==> src/chk_defines.svh <==
`ifndef CHK_DEFINES_SVH
`define CHK_DEFINES_SVH
// register byte offsets
`define OFF_CTRL     12'h000
`define OFF_REQ      12'h004
`define OFF_VLIMIT   12'h008
`define OFF_POS      12'h00c
`define OFF_VEL      12'h010
`define OFF_ERR      12'h014
`define OFF_STAT     12'h018
// request register fields
`define REQ_POS_BIT  0
`define REQ_VEL_BIT  1
`define REQ_AXIS_LSB 4
// reset values
`define RST_VLIMIT   32'h0000ffff
// error codes
`define ERR_NONE     16'd0
`define ERR_POS      16'd300
`define ERR_ZRET     16'd301
`define ERR_CIRC     16'd302
`define ERR_AUTODEC  16'd303
`define ERR_JOGDEC   16'd304
`define ERR_RANGE    16'd305
`define ERR_MIN      16'd300
`define ERR_MAX      16'd399
`endif

==> src/chk_pkg.sv <==
package chk_pkg;
	// ***********************
	// motion modes per axis
	// ***********************
	typedef enum logic [3:0] {
		MODE_IDLE, MODE_POSN, MODE_INCR, MODE_VELO, MODE_VPOS, MODE_VCHG,
		MODE_CVEL, MODE_JOG, MODE_MPG, MODE_ZRET, MODE_FOLLOW, MODE_CIRC
	} mode_t;
	// request kinds
	typedef enum logic [1:0] {REQ_NONE, REQ_POS, REQ_VEL} req_kind_t;
endpackage : chk_pkg

==> src/chk_if.sv <==
`timescale 1ns/1ps
// request and verdict between bus front end and checker core
interface chk_if;
	import chk_pkg::*;
	logic             req_valid; // one-cycle request pulse
	req_kind_t        req_kind;  // position or velocity change
	logic [2:0]       axis;      // target axis
	logic [31:0]      value;     // new position or velocity
	logic             done;      // one-cycle verdict pulse
	logic             accept;    // value applied (maybe clamped)
	logic [15:0]      code;      // error code, 0 if none
	logic [31:0]      applied;   // value actually applied
	modport front (output req_valid, req_kind, axis, value, input done, accept, code, applied);
	modport core  (input req_valid, req_kind, axis, value, output done, accept, code, applied);
endinterface : chk_if

==> src/chk_core.sv <==
`timescale 1ns/1ps
`include "chk_defines.svh"
// ***********************
// verdict logic for one request
// ***********************
module chk_core
	import chk_pkg::*;
#(
	parameter int AXES = 8 // axis count
)(
	input  wire logic                clk,             // system clock
	input  wire logic                rst_n,           // async reset, low
	chk_if.core                      bus,             // request / verdict
	input  wire logic [AXES-1:0]     start_accept_flag, // axis busy
	input  wire logic [AXES-1:0]     servo_ready_sync,  // servo ready, synced
	input  wire logic [AXES-1:0]     booted,          // start-up finished
	input  wire logic [AXES-1:0]     auto_decel,      // auto decel started
	input  wire logic [AXES-1:0]     jog_fwd_rev_sync, // jog start held
	input  wire logic [4*AXES-1:0]   mode_flat,       // per-axis mode
	input  wire logic [31:0]         vlimit           // velocity limit
);
	import chk_pkg::*;
	// refuse axis counts that the 3-bit axis field cannot address
	if (AXES < 1 || AXES > 8)
	begin : g_bad_axes
		$error("AXES must be 1..8");
	end

	typedef struct packed {
		logic        done;
		logic        accept;
		logic [15:0] code;
		logic [31:0] applied;
	} state_t;
	state_t s_r, s_nxt;
	mode_t  m; // mode of target axis

	always_comb
	begin
		s_nxt = s_r;
		s_nxt.done = 1'b0;
		m = mode_t'(mode_flat[bus.axis*4 +: 4]);
		if (bus.req_valid)
		begin
			s_nxt.done = 1'b1;
			s_nxt.accept = 1'b1;
			s_nxt.code = `ERR_NONE;
			s_nxt.applied = bus.value;
			if (bus.req_kind == REQ_POS)
			begin
				// moving, not booted or servo off: refuse, keep position
				if (start_accept_flag[bus.axis] || !booted[bus.axis] || !servo_ready_sync[bus.axis])
				begin
					s_nxt.accept = 1'b0;
					s_nxt.code = `ERR_POS;
				end
			end
			else
			begin
				// priority order of refusals follows code order
				if (m == MODE_ZRET)
				begin
					s_nxt.accept = 1'b0;
					s_nxt.code = `ERR_ZRET;
				end
				else if (m == MODE_CIRC)
				begin
					s_nxt.accept = 1'b0;
					s_nxt.code = `ERR_CIRC;
				end
				else if (auto_decel[bus.axis])
				begin
					s_nxt.accept = 1'b0;
					s_nxt.code = `ERR_AUTODEC;
				end
				else if (m == MODE_JOG && !jog_fwd_rev_sync[bus.axis])
				begin
					s_nxt.accept = 1'b0;
					s_nxt.code = `ERR_JOGDEC;
				end
				// signed view: negative is out of range too
				else if (bus.value[31] || bus.value > vlimit)
				begin
					s_nxt.applied = vlimit;
					s_nxt.code = `ERR_RANGE;
				end
			end
		end
	end

	// register the verdict
	always_ff @(posedge clk or negedge rst_n)
		if (!rst_n)
			s_r <= '0;
		else
			s_r <= s_nxt;

	assign bus.done    = s_r.done;
	assign bus.accept  = s_r.accept;
	assign bus.code    = s_r.code;
	assign bus.applied = s_r.applied;
endmodule : chk_core

==> src/flat_wrapper.sv <==
// flat-port wrapper written by rule: the top's interface ports become plain ports
module chk_core_flat import chk_pkg::*;
#(
	parameter int AXES = 8              
)
  (clk, rst_n, start_accept_flag, servo_ready_sync, booted, auto_decel, jog_fwd_rev_sync, mode_flat, vlimit, bus_req_valid, bus_req_kind, bus_axis, bus_value, bus_done, bus_accept, bus_code, bus_applied);
  chk_if bus_i ();
  input  wire logic clk;
  input  wire logic rst_n;
  input  wire logic [AXES-1:0] start_accept_flag;
  input  wire logic [AXES-1:0] servo_ready_sync;
  input  wire logic [AXES-1:0] booted;
  input  wire logic [AXES-1:0] auto_decel;
  input  wire logic [AXES-1:0] jog_fwd_rev_sync;
  input  wire logic [4*AXES-1:0] mode_flat;
  input  wire logic [31:0] vlimit;
  input wire logic [$bits(bus_i.req_valid)-1:0] bus_req_valid;
  input wire logic [$bits(bus_i.req_kind)-1:0] bus_req_kind;
  input wire logic [$bits(bus_i.axis)-1:0] bus_axis;
  input wire logic [$bits(bus_i.value)-1:0] bus_value;
  output wire logic [$bits(bus_i.done)-1:0] bus_done;
  output wire logic [$bits(bus_i.accept)-1:0] bus_accept;
  output wire logic [$bits(bus_i.code)-1:0] bus_code;
  output wire logic [$bits(bus_i.applied)-1:0] bus_applied;
  assign bus_i.req_valid = bus_req_valid;
  assign bus_i.req_kind = bus_req_kind;
  assign bus_i.axis = bus_axis;
  assign bus_i.value = bus_value;
  assign bus_done = bus_i.done;
  assign bus_accept = bus_i.accept;
  assign bus_code = bus_i.code;
  assign bus_applied = bus_i.applied;
  chk_core #(.AXES(AXES)) u_core (.clk(clk), .rst_n(rst_n), .bus(bus_i), .start_accept_flag(start_accept_flag), .servo_ready_sync(servo_ready_sync), .booted(booted), .auto_decel(auto_decel), .jog_fwd_rev_sync(jog_fwd_rev_sync), .mode_flat(mode_flat), .vlimit(vlimit));
endmodule
==> config.mk <==
export PLATFORM = sky130hd
export DESIGN_NAME = chk_core_flat
export DESIGN_NICKNAME = d
export VERILOG_FILES = /design/src/chk_pkg.sv /design/src/chk_if.sv /design/src/chk_core.sv /design/src/flat_wrapper.sv
export VERILOG_INCLUDE_DIRS = /design/src
export SDC_FILE = /design/constraint.sdc
export NUM_CORES = 1
export LEC_CHECK = 0
export ABC_AREA = 0
export BUFFER_PORTS_ARGS = -buffer_cell sky130_fd_sc_hd__buf_2
export CORE_MARGIN = 5
export CORE_UTILIZATION = 48
export CTS_CLUSTER_SIZE = 25
export DETAILED_ROUTE_END_ITERATION = 10
export PLACE_DENSITY = 0.95
export SLEW_MARGIN = 40
export SYNTH_ARGS = -nofsm -noshare
export SYNTH_HDL_FRONTEND = slang
export SYNTH_SLANG_ARGS = --single-unit
==> constraint.sdc <==
create_clock -name clk -period 1.6 [get_ports clk]
set_input_delay 0.48 -clock clk [delete_from_list [all_inputs] [get_ports clk]]
set_output_delay 0.48 -clock clk [all_outputs]
set_load 0.01 [all_outputs]
==> results_dict.tcl <==
set metrics [dict create \
    ys_seq_area_share_pct 30.2 \
    clk_pin_slew_ns 0.09 \
    postLayoutCoreUtil_pct 82.6 \
    rsz0062_at_grt "yes" \
    area_delta_synth_final_pct 65.3 \
    worstSkewPairLatency_ns 0.29 \
    dieWidth_um 92.0 \
    ant_nets 0 \
    grt_max_degree 67 \
    dieHeight_um 92.0 \
    multi_input_area_um2 2480 \
    antenna_found_initial 1 \
    end_kind "flip-flop" \
    rows 29 \
    period_needed_ns 2.71 \
    fin_area_um2 5330 \
    start_util_pct 50.0 \
    drt-total-wl_um 14000 \
    synth.distinct_cells 44 \
    drc 0 \
    routedWlPerCell_um 22.2 \
    maxCapViolations 0 \
    nNetsFinal 726 \
    syn_area_per_cell_um2 9.58 \
    reg2reg_depth 2 \
    cts_hold_buffers 0 \
    fmax_mhz 369 \
    setup_ws_ns -1.11 \
    mostFrequentLayoutCells "buf_2 (157), a21oi_1 (39), dfrtp_1 (39)" \
    hold_path_class "in2async" \
    io_pins 194 \
    filler_cell_count 342 \
    dr_total_vias 3813 \
    first_pass_iters 6 \
    clock-sinks 39 \
    viasPerCell 6.06 \
    place_area_um2 4500 \
    synth-seq-cells 39 \
    critPathMaxFanout 8 \
    required_ns 1.77 \
    design.core.area_um2 6460 \
    fp.dieArea_um2 8460 \
    root_buffer "clkbuf_8" \
    outcome "complete, but fails checks" \
    cts_buffers 5 \
    grt_pass1_wl_um 20000 \
    port_buffers 184 \
    endpoint "u_core.bus.applied[16]" \
    ys_async_sr_fraction_pct 100 \
    synth_area_um2 3230 \
    setup_viol_count_final 38 \
    synthCells 337 \
    final-seq-area_um2 976 \
    r2r_slack_ns 0.76 \
    skew_ns 0 \
    worstPathArrival_ns 2.88 \
    gp_congestion 0.826 \
    final_common_cell "buf_2" \
    finalCritPeriodShare_pct 169 \
    synth_ff_type "dfrtp_1" \
    htree_levels 2 \
    grt_overflow 0 \
    violations "setup timing" \
    grt_pass1_vias 4110 \
    crit_path_start "vlimit[10]" \
    r2r-start "u_core.bus.applied[16]" \
    p_leak_nw 2.59 \
    drive_gt1_share_pct 58.8 \
    power_w 0.00392 \
    yosys_warnings 0 \
    cts_tree "done" \
    drt_iter0_drc 250 \
    worst_setup_path_start_kind "input pin" \
    p_per_area_nw_per_um2 735 \
    ir_drop_mv 0.620 \
    grt_use_total_pct 30.2 \
    final_hold_viol_count 0 \
    dp_hpwl_um 8730 \
    path_class "in2reg" \
    timing.final.max_slew_violations 0 \
    worstReg2RegEnd "u_core.bus.applied[16]" \
    cts.path.max_buffers 2 \
    synth-edff-count 0 \
]
flip-flops by register name (all words and copies together), names as in the netlist:
signal	count
u_core.bus.accept	1
u_core.bus.applied	32
u_core.bus.done	1
u_core.bus.code	5
worst min-delay path by stage:
| stage | from | endpoint |
|---|---|---|
| floorplan | rst_n | u_core.bus.accept |
| global placement | rst_n | u_core.bus.applied[9] |
| detailed placement | rst_n | u_core.bus.applied[9] |
| CTS | rst_n | u_core.bus.applied[15] |
| global route | rst_n | u_core.bus.applied[9] |
| finish | rst_n | u_core.bus.applied[9] |
worst max-delay path: stages:
cell	delay (ns)
buf_8	0.08
inv_4	0.03
ha_4	0.26
nand4_1	0.27
nor4_4	0.47
nand2_2	0.15
o311a_4	0.17
o31ai_4	0.25
buf_6	0.18
buf_16	0.15
mux2i_1	0.22
a21oi_1	0.14
power breakdown:
| part | internal, W | switching, W |
|---|---|---|
| Combinational | 0.000858 | 0.000834 |
| Sequential | 0.00112 | 0.0000902 |
| Clock | 0.000625 | 0.000398 |
| Total | 0.00260 | 0.00132 |
synthesized netlist by cell type (2+ instances only):
| cell | count | area share (%) |
|---|---|---|
| dfrtp_1 | 39 | 30 |
| inv_1 | 34 | 4.0 |
| a21o_1 | 2 | 0.47 |
| nand3b_1 | 3 | 0.70 |
| a22o_1 | 2 | 0.54 |
| a221o_1 | 2 | 0.62 |
| o31ai_4 | 2 | 1.3 |
| clkbuf_1 | 7 | 0.81 |
| nor3_1 | 3 | 0.47 |
| o21ai_0 | 9 | 1.4 |
| mux4_2 | 12 | 8.4 |
| nand3_1 | 4 | 0.62 |
| buf_6 | 6 | 2.1 |
| o2bb2ai_1 | 3 | 0.81 |
| nor4_1 | 2 | 0.39 |
| nor2_1 | 36 | 4.2 |
| a21oi_1 | 46 | 7.1 |
| nand2_1 | 11 | 1.3 |
| nand4_1 | 8 | 1.6 |
| nor2b_1 | 2 | 0.39 |
| buf_4 | 11 | 2.6 |
| mux2i_1 | 35 | 11 |
| nand4b_1 | 4 | 1.1 |
| ha_1 | 32 | 12 |
| o211ai_1 | 3 | 0.70 |
logic make-up (layout without fill, tap and decap cells):
| group | count (synthesis) | after routing | share of synthesized area [%] |
|---|---|---|---|
| fa+ha+maj | 32 | 32 | 12.4 |
| compound gates | 78 | 78 | 15.8 |
| simple gates | 77 | 77 | 11.6 |
| buf+inv | 61 | 267 | 9.81 |
| flops | 39 | 39 | 30.2 |
| other cells | 1 | 10 | 0.116 |
| mux | 49 | 49 | 20.0 |
area by class of cell:
| cell class | instances | share of cell area (%) |
|---|---|---|
| repair buffers | 224 | 27.9 |
| diodes | 1 | 0.0469 |
| inverters | 35 | 2.89 |
| well taps | 77 | 1.81 |
| flip-flops and latches | 39 | 18.3 |
| clock inverters | 2 | 1.13 |
| multi-input cells | 245 | 46.6 |
| clock buffers | 6 | 1.36 |
metrics by stage:
stage / TNS (ns) / hold slack (ns) / setup WS (ns) / cells
final: -35.95 / 0.111 / -1.11 / 629
after global routing: -37.97 / 0.130 / -1.14 / 629
after CTS: -29.36 / 0.118 / -0.894 / 626
after detailed placement: -47.16 / 0.439 / -1.33 / 606
after global placement: -43.23 / 0.438 / -1.22 / 606
after floorplan: -32.34 / 0.184 / -0.932 / 345
per-layer routing:
layer	share of wire, %	vias up	track usage (%)
met4	7.8	0	20.9
met1	32	1763	29.5
met3	9.8	86	7.28
met2	51	327	55.8
met5	0	-	0
li1	-	1637	-
repair_timing:
action                                  CTS  global route
buffers inserted                         10             5
resized for setup                        70            45
endpoints found under the setup margin   38            38
pin swaps                                29            28
cloned                                    2             0
Power figures use the tool's default switching activity.
